===== src/common/sdwb_pkg.sv =====
// Constants, types and helpers shared by both ends of the write-burst link
package sdwb_pkg;
  localparam int CLK_NS      = 100;
  localparam int RST_HOLD_NS = 500;
  localparam int RST_CYC     = (RST_HOLD_NS + CLK_NS - 1) / CLK_NS;
  localparam int FIFO_W      = 32;
  localparam int FIFO_D      = 4;

  // Mode word carried on the link during a mode register load
  localparam int MODE_W   = 14;
  localparam int BM_LSB   = 0;
  localparam int CLAT_LSB = 2;
  localparam int ADDL_LSB = 7;
  localparam int PRE2_BIT = 10;
  localparam int INV_BIT  = 11;
  localparam int CRC_BIT  = 12;
  localparam int MASK_BIT = 13;
  localparam logic [MODE_W-1:0] MODE_RST = 14'h0024;

  localparam logic [1:0] BM_EIGHT = 2'h0;
  localparam logic [1:0] BM_SEL   = 2'h1;
  localparam logic [1:0] BM_CHOP  = 2'h2;
  localparam logic [2:0] N_EIGHT  = 3'h4;
  localparam logic [2:0] N_CHOP   = 3'h2;
  localparam logic [3:0] CCD_FORBID  = 4'h6;
  localparam logic [4:0] CLAT_FORBID = 5'h09;
  localparam logic [1:0] DMI_IDLE   = 2'h3;

  // Register map of the controller
  localparam logic [7:0] A_CTRL = 8'h00;
  localparam logic [7:0] A_MODE = 8'h04;
  localparam logic [7:0] A_TIM0 = 8'h08;
  localparam logic [7:0] A_TIM1 = 8'h0C;
  localparam logic [7:0] A_TIM2 = 8'h10;
  localparam logic [7:0] A_STAT = 8'h14;
  localparam int C_GO = 0;
  localparam int C_CHOP = 1;
  localparam int C_BANK = 2;
  localparam int C_MRS = 4;
  localparam int C_REINIT = 5;
  localparam int C_RD = 6;
  localparam int C_LONG = 7;
  localparam int S_BUSY = 0;
  localparam int S_CFGERR = 1;
  localparam int S_DONE = 2;
  localparam logic [31:0] TIM0_RST = 32'h140E0D0C;
  localparam logic [31:0] TIM1_RST = 32'h07030602;
  localparam logic [31:0] TIM2_RST = 32'h00000094;

  typedef enum logic [2:0] {SDWB_NOP, SDWB_MRS, SDWB_ACT, SDWB_WR, SDWB_RD, SDWB_PRE} sdwb_cmd_t;

  function automatic logic sdwb_chop(input logic [1:0] bm, input logic sel);
    return (bm == BM_CHOP) || ((bm == BM_SEL) && !sel);
  endfunction

  function automatic logic [2:0] sdwb_nclk(input logic chop);
    return chop ? N_CHOP : N_EIGHT;
  endfunction

  function automatic logic [5:0] sdwb_wlat(input logic [MODE_W-1:0] m);
    return {3'h0, m[ADDL_LSB+:3]} + {1'b0, m[CLAT_LSB+:5]};
  endfunction

  function automatic logic [1:0] sdwb_pre(input logic [MODE_W-1:0] m);
    return m[PRE2_BIT] ? 2'h2 : 2'h1;
  endfunction
endpackage


===== src/common/sdwb_if.sv =====
// Link between the write-burst controller and the memory device
`timescale 1ns/100ps
`default_nettype none
interface sdwb_if;
  sdwb_pkg::sdwb_cmd_t             cmd;
  logic [1:0]                      bank;
  logic                            chop;
  logic [sdwb_pkg::MODE_W-1:0]     mode;
  logic [15:0]                     dq;
  logic [1:0]                      dmi_n;
  logic                            dqs;
  logic                            dev_rst;
  modport ctl (output cmd, bank, chop, mode, dq, dmi_n, dqs, dev_rst);
  modport dev (input cmd, bank, chop, mode, dq, dmi_n, dqs, dev_rst);
endinterface
`default_nettype wire


===== src/logic/sdwb_ctl.sv =====
// Write-burst controller end: APB registers, write FIFO and command sequencer
`timescale 1ns/100ps
`default_nettype none
module sdwb_ctl import sdwb_pkg::*; (
  input  wire logic              core_clk_i,
  input  wire logic              sys_rst_i,
  input  wire logic [7:0]        paddr_i,
  input  wire logic              psel_i,
  input  wire logic              penable_i,
  input  wire logic              pwrite_i,
  input  wire logic [31:0]       pwdata_i,
  output logic [31:0]            prdata_o,
  output logic                   pready_o,
  output logic                   pslverr_o,
  input  wire logic [FIFO_W-1:0] wdata_i,
  input  wire logic              wvalid_i,
  output logic                   wready_o,
  sdwb_if.ctl                    link
);
  typedef enum logic [3:0] {
    C_IDLE, C_RST, C_LOAD, C_ACT, C_WR, C_LAT, C_PRE, C_DATA, C_REC, C_PRECH
  } sdwb_cst_t;

  sdwb_cst_t         st_r, st_nxt;
  logic [MODE_W-1:0] mode_r, mode_nxt;
  logic [31:0]       tim0_r, tim0_nxt, tim1_r, tim1_nxt, tim2_r, tim2_nxt;
  logic [31:0]       prdata_r, prdata_nxt, buf0_r, buf0_nxt, buf1_r, buf1_nxt;
  logic [7:0]        cnt_r, cnt_nxt, actp_r, actp_nxt;
  logic [3:0]        ccd_r, ccd_nxt, ccd_eff;
  logic [1:0]        bank_r, bank_nxt, beat_r, beat_nxt, cbank_r, cbank_nxt;
  logic              cchop_r, cchop_nxt, crd_r, crd_nxt, clong_r, clong_nxt;
  logic              chop_r, chop_nxt, rd_r, rd_nxt, long_r, long_nxt, wsel_r, wsel_nxt;
  logic              go_r, go_nxt, mrs_r, mrs_nxt, rin_r, rin_nxt;
  logic              cfgerr_r, cfgerr_nxt, done_r, done_nxt;
  logic              go_take, mrs_take, rin_take, mrs_set, cfg_set, done_set;
  logic              wr_en, hit, cfg_bad, crcdm, f_valid, f_ready;
  logic [FIFO_W-1:0] f_data;
  sdwb_cmd_t         cmd_r, cmd_nxt;
  logic [15:0]       dq_r, dq_nxt;
  logic              dqs_r, dqs_nxt, drst_r, drst_nxt;
  logic [7:0]        rec_lim, turn_lim;
  logic [63:0]       wide;

  // Variant picker shared by recovery and turnaround
  function automatic logic [7:0] pick(input logic crc, input logic data_bus_inversion, input logic [7:0] v,
                                      input logic [7:0] v_dbi, input logic [7:0] v_crc);
    return crc ? v_crc : (data_bus_inversion ? v_dbi : v);
  endfunction

  sdwb_fifo #(.W(FIFO_W), .D(FIFO_D)) u_fifo (
    .core_clk_i  (core_clk_i),
    .sys_rst_i   (sys_rst_i),
    .in_valid_i  (wvalid_i),
    .in_data_i   (wdata_i),
    .in_ready_o  (wready_o),
    .out_valid_o (f_valid),
    .out_data_o  (f_data),
    .out_ready_i (f_ready)
  );

  // Zero wait states keep the bus side trivial
  assign pready_o     = 1'b1;
  assign prdata_o     = prdata_r;
  assign pslverr_o    = psel_i && penable_i && !hit;
  assign f_ready      = (st_r == C_LOAD);
  assign link.cmd     = cmd_r;
  assign link.bank    = bank_r;
  assign link.chop    = chop_r;
  assign link.mode    = mode_r;
  assign link.dq      = dq_r;
  assign link.dmi_n   = DMI_IDLE;
  assign link.dqs     = dqs_r;
  assign link.dev_rst = drst_r;

  always_comb begin
    wr_en   = psel_i && penable_i && pwrite_i;
    hit     = (paddr_i == A_CTRL) || (paddr_i == A_MODE) || (paddr_i == A_TIM0) ||
              (paddr_i == A_TIM1) || (paddr_i == A_TIM2) || (paddr_i == A_STAT);
    crcdm   = mode_r[CRC_BIT] && mode_r[MASK_BIT];
    rec_lim = pick(crcdm, mode_r[INV_BIT], tim0_r[7:0], tim0_r[15:8], tim0_r[23:16]);
    turn_lim = pick(crcdm, 1'b0, long_r ? tim1_r[15:8] : tim1_r[7:0], 8'h00,
                    long_r ? tim1_r[31:24] : tim1_r[23:16]);
    // Refuse latency settings that two-cycle preamble cannot meet
    cfg_bad = mode_r[PRE2_BIT] && ((mode_r[CLAT_LSB+:5] < {1'b0, tim2_r[7:4]} + 5'h01) ||
              (mode_r[CLAT_LSB+:5] == CLAT_FORBID));
    ccd_eff = (mode_r[PRE2_BIT] && tim2_r[3:0] == CCD_FORBID) ?
              tim2_r[3:0] + 4'h1 : tim2_r[3:0];
    wide    = {buf1_r, buf0_r};
  end

  // Register file
  always_comb begin
    mode_nxt   = mode_r;
    tim0_nxt   = tim0_r;
    tim1_nxt   = tim1_r;
    tim2_nxt   = tim2_r;
    cchop_nxt  = cchop_r;
    cbank_nxt  = cbank_r;
    crd_nxt    = crd_r;
    clong_nxt  = clong_r;
    prdata_nxt = prdata_r;
    // Set wins over clear on every pending and sticky bit
    go_nxt     = go_r && !go_take;
    mrs_nxt    = (mrs_r && !mrs_take) || mrs_set;
    rin_nxt    = rin_r && !rin_take;
    cfgerr_nxt = cfgerr_r;
    done_nxt   = done_r;
    if (wr_en && paddr_i == A_CTRL) begin
      cchop_nxt = pwdata_i[C_CHOP];
      cbank_nxt = pwdata_i[C_BANK+:2];
      crd_nxt   = pwdata_i[C_RD];
      clong_nxt = pwdata_i[C_LONG];
      go_nxt    = go_nxt || pwdata_i[C_GO];
      mrs_nxt   = mrs_nxt || pwdata_i[C_MRS];
      rin_nxt   = rin_nxt || pwdata_i[C_REINIT];
    end
    if (wr_en && paddr_i == A_MODE) mode_nxt = pwdata_i[MODE_W-1:0];
    if (wr_en && paddr_i == A_TIM0) tim0_nxt = pwdata_i;
    if (wr_en && paddr_i == A_TIM1) tim1_nxt = pwdata_i;
    if (wr_en && paddr_i == A_TIM2) tim2_nxt = {24'h000000, pwdata_i[7:0]};
    if (wr_en && paddr_i == A_STAT) begin
      cfgerr_nxt = cfgerr_r && !pwdata_i[S_CFGERR];
      done_nxt   = done_r && !pwdata_i[S_DONE];
    end
    cfgerr_nxt = cfgerr_nxt || cfg_set;
    done_nxt   = done_nxt || done_set;
    if (psel_i && !penable_i) begin
      case (paddr_i)
        A_CTRL:  prdata_nxt = {24'h000000, clong_r, crd_r, rin_r, mrs_r, cbank_r, cchop_r, go_r};
        A_MODE:  prdata_nxt = {18'h00000, mode_r};
        A_TIM0:  prdata_nxt = tim0_r;
        A_TIM1:  prdata_nxt = tim1_r;
        A_TIM2:  prdata_nxt = tim2_r;
        A_STAT:  prdata_nxt = {29'h00000000, done_r, cfgerr_r, st_r != C_IDLE};
        default: prdata_nxt = 32'h00000000;
      endcase
    end
  end

  // Command sequencer; strobe, data and device reset follow the next state so they line up with it
  always_comb begin
    st_nxt   = st_r;
    cnt_nxt  = cnt_r;
    beat_nxt = beat_r;
    wsel_nxt = wsel_r;
    buf0_nxt = buf0_r;
    buf1_nxt = buf1_r;
    bank_nxt = bank_r;
    chop_nxt = chop_r;
    rd_nxt   = rd_r;
    long_nxt = long_r;
    cmd_nxt  = SDWB_NOP;
    actp_nxt = (actp_r == 8'hFF) ? actp_r : actp_r + 8'h01;
    ccd_nxt  = (ccd_r == 4'hF) ? ccd_r : ccd_r + 4'h1;
    go_take  = 1'b0;
    mrs_take = 1'b0;
    rin_take = 1'b0;
    mrs_set  = 1'b0;
    cfg_set  = 1'b0;
    done_set = 1'b0;
    case (st_r)
      C_IDLE: begin
        if (rin_r) begin
          rin_take = 1'b1;
          cnt_nxt  = 8'(RST_CYC - 1);
          st_nxt   = C_RST;
        end else if (mrs_r) begin
          mrs_take = 1'b1;
          cmd_nxt  = SDWB_MRS;
        end else if (go_r) begin
          go_take = 1'b1;
          if (cfg_bad) begin
            cfg_set = 1'b1;
          end else begin
            chop_nxt = cchop_r;
            bank_nxt = cbank_r;
            rd_nxt   = crd_r;
            long_nxt = clong_r;
            wsel_nxt = 1'b0;
            st_nxt   = C_LOAD;
          end
        end
      end
      C_RST: begin
        if (cnt_r == 8'h00) begin
          mrs_set = 1'b1;
          st_nxt  = C_IDLE;
        end else begin
          cnt_nxt = cnt_r - 8'h01;
        end
      end
      C_LOAD: begin
        // Whole burst is gathered first so the link never runs dry mid-burst
        if (f_valid) begin
          if (wsel_r) buf1_nxt = f_data;
          else buf0_nxt = f_data;
          wsel_nxt = 1'b1;
          if (wsel_r || sdwb_chop(mode_r[BM_LSB+:2], chop_r)) begin
            cmd_nxt  = SDWB_ACT;
            actp_nxt = 8'h00;
            st_nxt   = C_ACT;
          end
        end
      end
      C_ACT: st_nxt = C_WR;
      C_WR: begin
        // Widened so the saturated count does not wrap to zero
        if ({1'b0, ccd_r} + 5'h01 >= {1'b0, ccd_eff}) begin
          cmd_nxt = SDWB_WR;
          ccd_nxt = 4'h0;
          cnt_nxt = {2'h0, sdwb_wlat(mode_r)} - {6'h00, sdwb_pre(mode_r)} - 8'h01;
          st_nxt  = C_LAT;
        end
      end
      C_LAT: begin
        if (cnt_r == 8'h00) begin
          cnt_nxt = {6'h00, sdwb_pre(mode_r)} - 8'h01;
          st_nxt  = C_PRE;
        end else begin
          cnt_nxt = cnt_r - 8'h01;
        end
      end
      C_PRE: begin
        if (cnt_r == 8'h00) begin
          beat_nxt = 2'h0;
          st_nxt   = C_DATA;
        end else begin
          cnt_nxt = cnt_r - 8'h01;
        end
      end
      C_DATA: begin
        if ({1'b0, beat_r} == sdwb_nclk(sdwb_chop(mode_r[BM_LSB+:2], chop_r)) - 3'h1) begin
          cnt_nxt = 8'h00;
          st_nxt  = C_REC;
        end else begin
          beat_nxt = beat_r + 2'h1;
        end
      end
      C_REC: begin
        // Count starts at the first edge after the last beat
        cnt_nxt = (cnt_r == 8'hFF) ? cnt_r : cnt_r + 8'h01;
        if (rd_r && ({1'b0, cnt_r} + 9'h001 >= {1'b0, turn_lim})) begin
          cmd_nxt = SDWB_RD;
          rd_nxt  = 1'b0;
        end else if (!rd_r && ({1'b0, cnt_r} + 9'h001 >= {1'b0, rec_lim}) &&
                     ({1'b0, actp_r} + 9'h001 >= {1'b0, tim0_r[31:24]})) begin
          cmd_nxt = SDWB_PRE;
          st_nxt  = C_PRECH;
        end
      end
      C_PRECH: begin
        done_set = 1'b1;
        st_nxt   = C_IDLE;
      end
      default: st_nxt = C_IDLE;
    endcase
    dqs_nxt  = (st_nxt == C_PRE) || (st_nxt == C_DATA);
    dq_nxt   = (st_nxt == C_DATA) ? wide[{beat_nxt, 4'h0}+:16] : 16'h0000;
    drst_nxt = (st_nxt == C_RST);
  end

  always_ff @(posedge core_clk_i) begin
    if (sys_rst_i) begin
      st_r     <= C_IDLE;
      mode_r   <= MODE_RST;
      tim0_r   <= TIM0_RST;
      tim1_r   <= TIM1_RST;
      tim2_r   <= TIM2_RST;
      prdata_r <= 32'h00000000;
      buf0_r   <= 32'h00000000;
      buf1_r   <= 32'h00000000;
      cnt_r    <= 8'h00;
      actp_r   <= 8'h00;
      ccd_r    <= 4'hF;
      bank_r   <= 2'h0;
      beat_r   <= 2'h0;
      cbank_r  <= 2'h0;
      {cchop_r, crd_r, clong_r, chop_r, rd_r, long_r, wsel_r} <= 7'h00;
      {go_r, mrs_r, rin_r, cfgerr_r, done_r} <= 5'h00;
      cmd_r    <= SDWB_NOP;
      dq_r     <= 16'h0000;
      dqs_r    <= 1'b0;
      drst_r   <= 1'b0;
    end else begin
      st_r     <= st_nxt;
      mode_r   <= mode_nxt;
      tim0_r   <= tim0_nxt;
      tim1_r   <= tim1_nxt;
      tim2_r   <= tim2_nxt;
      prdata_r <= prdata_nxt;
      buf0_r   <= buf0_nxt;
      buf1_r   <= buf1_nxt;
      cnt_r    <= cnt_nxt;
      actp_r   <= actp_nxt;
      ccd_r    <= ccd_nxt;
      bank_r   <= bank_nxt;
      beat_r   <= beat_nxt;
      cbank_r  <= cbank_nxt;
      {cchop_r, crd_r, clong_r, chop_r, rd_r, long_r, wsel_r} <=
        {cchop_nxt, crd_nxt, clong_nxt, chop_nxt, rd_nxt, long_nxt, wsel_nxt};
      {go_r, mrs_r, rin_r, cfgerr_r, done_r} <= {go_nxt, mrs_nxt, rin_nxt, cfgerr_nxt, done_nxt};
      cmd_r    <= cmd_nxt;
      dq_r     <= dq_nxt;
      dqs_r    <= dqs_nxt;
      drst_r   <= drst_nxt;
    end
  end
endmodule // sdwb_ctl
`default_nettype wire


===== src/logic/sdwb_fifo.sv =====
// Write data FIFO with valid and ready on both sides
`timescale 1ns/100ps
`default_nettype none
module sdwb_fifo #(
  parameter int W = 32,
  parameter int D = 4
) (
  input  wire logic         core_clk_i,
  input  wire logic         sys_rst_i,
  input  wire logic         in_valid_i,
  input  wire logic [W-1:0] in_data_i,
  output logic              in_ready_o,
  output logic              out_valid_o,
  output logic [W-1:0]      out_data_o,
  input  wire logic         out_ready_i
);
  localparam int AW = $clog2(D);
  logic [W-1:0]  mem [0:D-1];
  logic [AW-1:0] wp_r, wp_nxt, rp_r, rp_nxt;
  logic [AW:0]   cnt_r, cnt_nxt;
  logic          push, pop;

  assign in_ready_o  = (cnt_r != (AW+1)'(D));
  assign out_valid_o = (cnt_r != '0);
  assign out_data_o  = mem[rp_r];

  // Depth must be a power of two so the pointers wrap by themselves
  always_comb begin
    push    = in_valid_i && in_ready_o;
    pop     = out_valid_o && out_ready_i;
    wp_nxt  = push ? wp_r + 1'b1 : wp_r;
    rp_nxt  = pop ? rp_r + 1'b1 : rp_r;
    cnt_nxt = cnt_r + {{AW{1'b0}}, push} - {{AW{1'b0}}, pop};
  end

  always_ff @(posedge core_clk_i) begin
    if (sys_rst_i) begin
      wp_r  <= '0;
      rp_r  <= '0;
      cnt_r <= '0;
    end else begin
      wp_r  <= wp_nxt;
      rp_r  <= rp_nxt;
      cnt_r <= cnt_nxt;
    end
    if (push) begin
      mem[wp_r] <= in_data_i;
    end
  end
endmodule // sdwb_fifo
`default_nettype wire


===== src/flat_wrapper.sv =====
// flat-port wrapper written by rule: the top's interface ports become plain ports
module sdwb_ctl_flat import sdwb_pkg::*;
  (core_clk_i, sys_rst_i, paddr_i, psel_i, penable_i, pwrite_i, pwdata_i, prdata_o, pready_o, pslverr_o, wdata_i, wvalid_i, wready_o, link_cmd, link_bank, link_chop, link_mode, link_dq, link_dmi_n, link_dqs, link_dev_rst);
  sdwb_if link_i ();
  input  wire logic core_clk_i;
  input  wire logic sys_rst_i;
  input  wire logic [7:0] paddr_i;
  input  wire logic psel_i;
  input  wire logic penable_i;
  input  wire logic pwrite_i;
  input  wire logic [31:0] pwdata_i;
  output logic [31:0] prdata_o;
  output logic pready_o;
  output logic pslverr_o;
  input  wire logic [FIFO_W-1:0] wdata_i;
  input  wire logic wvalid_i;
  output logic wready_o;
  output wire logic [$bits(link_i.cmd)-1:0] link_cmd;
  output wire logic [$bits(link_i.bank)-1:0] link_bank;
  output wire logic [$bits(link_i.chop)-1:0] link_chop;
  output wire logic [$bits(link_i.mode)-1:0] link_mode;
  output wire logic [$bits(link_i.dq)-1:0] link_dq;
  output wire logic [$bits(link_i.dmi_n)-1:0] link_dmi_n;
  output wire logic [$bits(link_i.dqs)-1:0] link_dqs;
  output wire logic [$bits(link_i.dev_rst)-1:0] link_dev_rst;
  assign link_cmd = link_i.cmd;
  assign link_bank = link_i.bank;
  assign link_chop = link_i.chop;
  assign link_mode = link_i.mode;
  assign link_dq = link_i.dq;
  assign link_dmi_n = link_i.dmi_n;
  assign link_dqs = link_i.dqs;
  assign link_dev_rst = link_i.dev_rst;
  sdwb_ctl u_core (.core_clk_i(core_clk_i), .sys_rst_i(sys_rst_i), .paddr_i(paddr_i), .psel_i(psel_i), .penable_i(penable_i), .pwrite_i(pwrite_i), .pwdata_i(pwdata_i), .prdata_o(prdata_o), .pready_o(pready_o), .pslverr_o(pslverr_o), .wdata_i(wdata_i), .wvalid_i(wvalid_i), .wready_o(wready_o), .link(link_i));
endmodule

===== config.mk =====
export PLATFORM = sky130hd
export DESIGN_NAME = sdwb_ctl_flat
export DESIGN_NICKNAME = d
export VERILOG_FILES = /design/src/common/sdwb_pkg.sv /design/src/common/sdwb_if.sv /design/src/logic/sdwb_ctl.sv /design/src/logic/sdwb_fifo.sv /design/src/flat_wrapper.sv
export SDC_FILE = /design/constraint.sdc
export NUM_CORES = 1
export LEC_CHECK = 0
export ABC_AREA = 1
export BUFFER_PORTS_ARGS = -buffer_cell sky130_fd_sc_hd__buf_4
export CORE_MARGIN = 4
export CORE_UTILIZATION = 55
export DETAILED_ROUTE_END_ITERATION = 12
export GPL_ROUTABILITY_DRIVEN = 0
export GPL_TIMING_DRIVEN = 0
export PLACE_DENSITY = 0.75
export SYNTH_ARGS = -nofsm -noshare
export SYNTH_HDL_FRONTEND = slang
export SYNTH_SLANG_ARGS = --single-unit

===== constraint.sdc =====
create_clock -name core_clk_i -period 6.9 [get_ports core_clk_i]
set_input_delay 1.38 -clock core_clk_i [delete_from_list [all_inputs] [get_ports core_clk_i]]
set_output_delay 1.38 -clock core_clk_i [all_outputs]
set_load 0.01 [all_outputs]

Yosys cells after proc, flatten, opt, wreduce, memory -nomap -nowiden
Memory sizes are Yosys's and may differ from the RTL's. A register that Yosys moved wholly into a read port is not among the register bits.
Index checks and enable logic that the tools add are counted.
{ "word_totals": {"ff_bits": 252, "ram_bits": 128, "output_inout_bits": 75, "mem_count": 1} }
{ "classes": {"addsub": 19, "magnitude_cmp": 5, "eq_ne": 37, "n_shift": 1, "muxes": 86, "n_bitwise": 5, "n_reduce_logical": 64} }
{ "mem_list": {"columns": ["memory", "words", "width", "read_ports", "rd_clocked_by_memory_dff", "write_ports", "line", "rtl"], "rows": [
  ["u_core.u_fifo.mem", 4, 32, 1, 1, 1, "sdwb_fifo.sv:18", "logic [W-1:0] mem [0:D-1];"]
]} }
{ "op_table": {"columns": ["operator", "n"], "rows": [
  ["32-bit one-hot mux with 6 select lines", 1],
  ["8-bit two-way mux", 15],
  ["4-bit two-way mux", 17],
  ["64-bit by 7-bit variable part select with 16-bit output", 1],
  ["8-bit one-hot mux with 6 select lines", 1],
  ["4-bit one-hot mux with 9 select lines", 1],
  ["1-bit two-way mux", 35],
  ["4-bit by 3-bit equality test with 1-bit output, second input constant", 7],
  ["9-bit by 8-bit >= comparator with 1-bit output", 3],
  ["1-bit logical AND", 24],
  ["8-bit by 1-bit adder with 9-bit output, second input constant", 2],
  ["6-bit AND reduction", 3],
  ["8-bit by 1-bit adder with 8-bit output, second input constant", 2],
  ["8-bit by 4-bit equality test with 1-bit output, second input constant", 2],
  ["8-bit by 5-bit equality test with 1-bit output, second input constant", 2],
  ["8-bit equality test, second input constant", 2],
  ["8-bit zero test", 2],
  ["8-bit by 1-bit subtractor with 8-bit output, second input constant", 2],
  ["1-bit logical OR", 15],
  ["3-bit two-way mux", 5],
  ["2-bit two-way mux", 7],
  ["4-bit equality test, second input constant", 3],
  ["2-bit inequality test, second input constant", 6],
  ["3-bit one-hot mux with 4 select lines", 1],
  ["32 further kinds", 58]
]} }

Depth between registers and ports, before layout
{ "depth": {"word_depth": 12, "mapped_depth": 23} }

By module
Synthesis repeated with hierarchy kept, for this count alone.
{ "unflattened": {"cells_unflattened": 2106, "area_unflattened_um2": 17606.9} }
{ "by_module_without_submodules": {"columns": ["mod", "n_inst", "cells_per_inst", "area_each_um2", "seq_area_each_um2"], "rows": [
  ["sdwb_ctl", 1, 1732, 12353.1, 4904.7],
  ["sdwb_fifo", 1, 374, 5253.8, 4023.9]
]} }

Worst setup path before layout
No wires, ideal clock.
{ "synth_timing": {"kind": "input to output", "start": "input port paddr_i[7]", "end": "output port pslverr_o", "arrival_ns": 2.062, "t_required_ns": 5.520, "setup_slack_ns": 3.458, "stages": 5, "n_path_buf": 0, "path_cell_list": "nor2_1 -> nand2_1 -> clkinv_1 -> a21oi_1 -> o211a_1"} }
{ "synth_between": {"elab_chain_len": 8} }
{ "synth_lines": {"columns": ["item", "line", "rtl"], "rows": [
  ["from (decl)", "flat_wrapper.sv:7", "input wire logic [7:0] paddr_i;"],
  ["8-bit by 3-bit equality test with 1-bit output or 8-bit zero test (tied branches)", "sdwb_ctl.sv:77", "hit = (paddr_i == A_CTRL) || (paddr_i == A_MODE) || (paddr_i == A_TIM0) ||"],
  ["1-bit logical OR (3 in series)", "sdwb_ctl.sv:77", null],
  ["1-bit logical OR", "sdwb_ctl.sv:78", "(paddr_i == A_TIM1) || (paddr_i == A_TIM2) || (paddr_i == A_STAT);"],
  ["1-bit logical OR (*)", "sdwb_ctl.sv:78", null],
  ["1-bit zero test (*)", "sdwb_ctl.sv:64", "assign pslverr_o = psel_i && penable_i && !hit;"],
  ["1-bit logical AND (*)", "sdwb_ctl.sv:64", null],
  ["to (decl)", "flat_wrapper.sv:14", "output logic pslverr_o;"]
]} }
Mark *: on every way between the ends. The rest lies on a longest branch, timed or not.

Worst setup path in the final report
{ "layout_timing": {"start": "input port paddr_i[5]", "end": "output port pslverr_o"} }
Same word-level chain as after synthesis.

==> results.json <==
{
  "cts_resized": 0,
  "core_area_sq_um": 30670,
  "cp-startpoint": "paddr_i[5]",
  "cts_inserted_buffers": 41,
  "via_per_inst": 5.759,
  "initial_core_util": 0.5599,
  "fin_ws_ns": 3.110,
  "drv_slew": 0,
  "pre_cts_ws_ns": 3.128,
  "die_area_sq_um": 34110,
  "async_flop_share": 0,
  "drc": 0,
  "die_h_microns": 184.7,
  "synth_seq_cells": 382,
  "endpoint_kind": "output pin",
  "sw_frac_of_total": 0.2371,
  "hold_start": "u_core.buf0_r[11]",
  "cts_tree": "done",
  "p_leak_nw": 8.228,
  "cts.clk_slew.worst_paths_ns": 0.06,
  "p_comb_frac": 0.070,
  "vdd_ir_drop_max_v": 0.0002799,
  "grt_pass1_wl_mm": 77.87,
  "yosys-top-cells-count": "360 x nand2_1, 260 x o21ai_0, 254 x dfxtp_1",
  "synth.distinct_cells": 54,
  "vias": 15377,
  "yosysSeqAreaShare": 0.5199,
  "max_freq_mhz": 263.9,
  "fin_util": 0.6590,
  "synth_top_area_share": 0.2961,
  "areaGrowthSynthToFinish_pct": 17.70,
  "drive_gt1_frac": 0.1236,
  "io_pins": 153,
  "status": "complete, no violations",
  "synth_area_sq_um": 17170,
  "synthCells": 2044,
  "hold_violations": 0,
  "setup-tns-final_ns": 0,
  "ys.warnings.count": 0,
  "worstPathRequired_ns": 5.52,
  "slew_headroom": 0.4119,
  "power_frac_clock": 0.435,
  "min_period_ns": 3.790,
  "worstPathArrival_ns": 2.41,
  "holdPathEnd": "u_core.buf0_r[11]",
  "die_w_microns": 184.7,
  "root_buffer": "clkbuf_16",
  "post_cts_buffers": 0,
  "wl_per_cell_microns": 18.91,
  "yosysMostFrequentCell": "nand2_1",
  "io_buffers": 149,
  "grt_max_degree": 30,
  "grt-ovfl-total": 0,
  "worst_pin_slew_ns": 0.8822,
  "dpl.cell_count": 2595,
  "postSynthAreaPerCell_sq_um": 8.402,
  "fin_nets": 2377,
  "synth_edf_count": 128,
  "hold_buffers": 0,
  "antennaDiodeCount": 0,
  "clkLatencyLatePin_ns": 0.56,
  "worstPathMaxFanout": 9,
  "path_class": "in -> out",
  "ant_nets": 0,
  "yosys.area.top_type": "dfxtp_1",
  "power.density_nw_per_um2": 243.8,
  "power.share.sequential": 0.494,
  "synth_flop_cell": "dfxtp_1",
  "fin_cells": 2670,
  "synth.top_cells.by_area": "dfxtp_1 30%, edfxtp_1 22%, nand2_1 7.9%",
  "rsz0062_at_grt": "false",
  "antenna_found_initial": 0,
  "r2r-end": "u_core.link.dq[1]",
  "clk_path_buf_depth": 3,
  "hold_path.class": "reg -> reg",
  "first_pass_iters": 6,
  "cts.sinks": 382,
  "cap_viol_max_count": 0,
  "setup_viol": 0,
  "hold-path-cell-count": 2,
  "fin_crit_sh": 0.5493,
  "grt_pass1_vias": 14753,
  "critPathLaunchType": "primary input",
  "r2r_setup_slack_ns": 3.67,
  "dp_hpwl_mm": 36.97,
  "r2r_start": "u_core.link.mode[13]",
  "row_count": 64,
  "drtIter0Drc": 1427,
  "fin_skew_ns": 0.03033,
  "p_int_mw": 3.760,
  "cts_max_level": 2,
  "reg2regPathDepth": 18,
  "p_sw_mw": 1.168,
  "wl_mm": 50.50,
  "grt_use_total": 0.2880
}
==> registers in the layout, summed over array words and instances (netlist names), 14 cells and up, named ones only <==
| name | flops |
|---|---|
| u_core.buf0_r | 32 |
| u_core.buf1_r | 32 |
| u_core.link.dq | 16 |
| u_core.link.mode | 14 |
| u_core.prdata_o | 32 |
| u_core.tim0_r | 32 |
| u_core.tim1_r | 32 |
| u_core.u_fifo.mem | 128 |
==> worst max-delay path by stage <==
stage	end	slack (ns)
after CTS	pslverr_o	3.13
after detailed placement	pslverr_o	3.13
after global routing	pslverr_o	2.98
final	pslverr_o	3.11
after floorplan	pslverr_o	3.46
after global placement	u_core.u_fifo.mem[2][19]	2.40
==> metal layers <==
| metal | GRT usage | share of wire |
|---|---|---|
| met2 | 0.4999 | 0.48 |
| met5 | 0 | 0 |
| met3 | 0.04677 | 0.082 |
| met1 | 0.3512 | 0.38 |
| met4 | 0.1362 | 0.054 |
==> kinds of logic after synthesis <==
family          synth area share
compound gates            0.1954
xor+xnor                 0.01071
fa+ha+maj                0.04284
buf+inv                  0.07760
flops                     0.5199
other cells            0.0002184
simple gates              0.1533
==> final cells by class <==
class	count	area, sq um
fill	2575	10460
multi-input combinational	1329	6949
sequential	382	8929
tap	396	495.5
clock buffer	53	1121
buffer	101	451.7
clock inverter	22	186.4
inverter	234	880.8
timing repair buffer	153	1199
==> worst max-delay path, stage by stage <==
cell	delay, ns
buf_4	0.08
nor2_1	0.04
nand2_1	0.16
clkinv_1	0.25
a21oi_1	0.22
o211a_1	0.17
buf_4	0.11
==> layout by cell type (no fill, tap or decap), types with 5 or more instances in the layout <==
| cell | n |
|---|---|
| clkinv_2 | 6 |
| o221ai_1 | 10 |
| clkbuf_1 | 77 |
| xor2_1 | 15 |
| a32o_1 | 13 |
| a211oi_1 | 14 |
| clkbuf_16 | 41 |
| buf_2 | 22 |
| clkinv_1 | 7 |
| edfxtp_1 | 128 |
| inv_2 | 7 |
| ha_1 | 54 |
| inv_1 | 223 |
| nor2_2 | 5 |
| clkbuf_8 | 5 |
| nor3_1 | 6 |
| dfxtp_1 | 254 |
| nor2_1 | 188 |
| o21ai_1 | 5 |
| buf_4 | 153 |
| a21oi_1 | 228 |
| xnor2_1 | 6 |
| o21ai_0 | 260 |
| o211ai_1 | 30 |
| nand4_1 | 9 |
| nor2_4 | 7 |
| nand3_1 | 53 |
| o22ai_1 | 26 |
| a22o_1 | 5 |
| nand2_1 | 360 |
==> power by group through the flow <==
stage | sequential, mW | clock [mW] | combinational (mW)
6_report | 2.44 | 2.15 | 0.347
5_1_grt | 2.44 | 2.26 | 0.385
4_1_cts | 2.44 | 2.16 | 0.346
3_5_place_dp | 2.48 | 0 | 0.344
3_3_place_gp | 2.49 | 0 | 0.315
2_1_floorplan | 2.48 | 0 | 0.190
==> through the flow <==
| step | area, sq um | hold WS (ns) | power [mW] |
|---|---|---|---|
| after floorplan | 17180 | 0.4237 | 2.670 |
| after global placement | 18790 | 0.4335 | 2.801 |
| after detailed placement | 18900 | 0.4376 | 2.828 |
| after CTS | 20210 | 0.4464 | 4.943 |
| after global routing | 20210 | 0.4668 | 5.084 |
| final | 20210 | 0.4448 | 4.929 |
(Power assumes the default switching activity.)
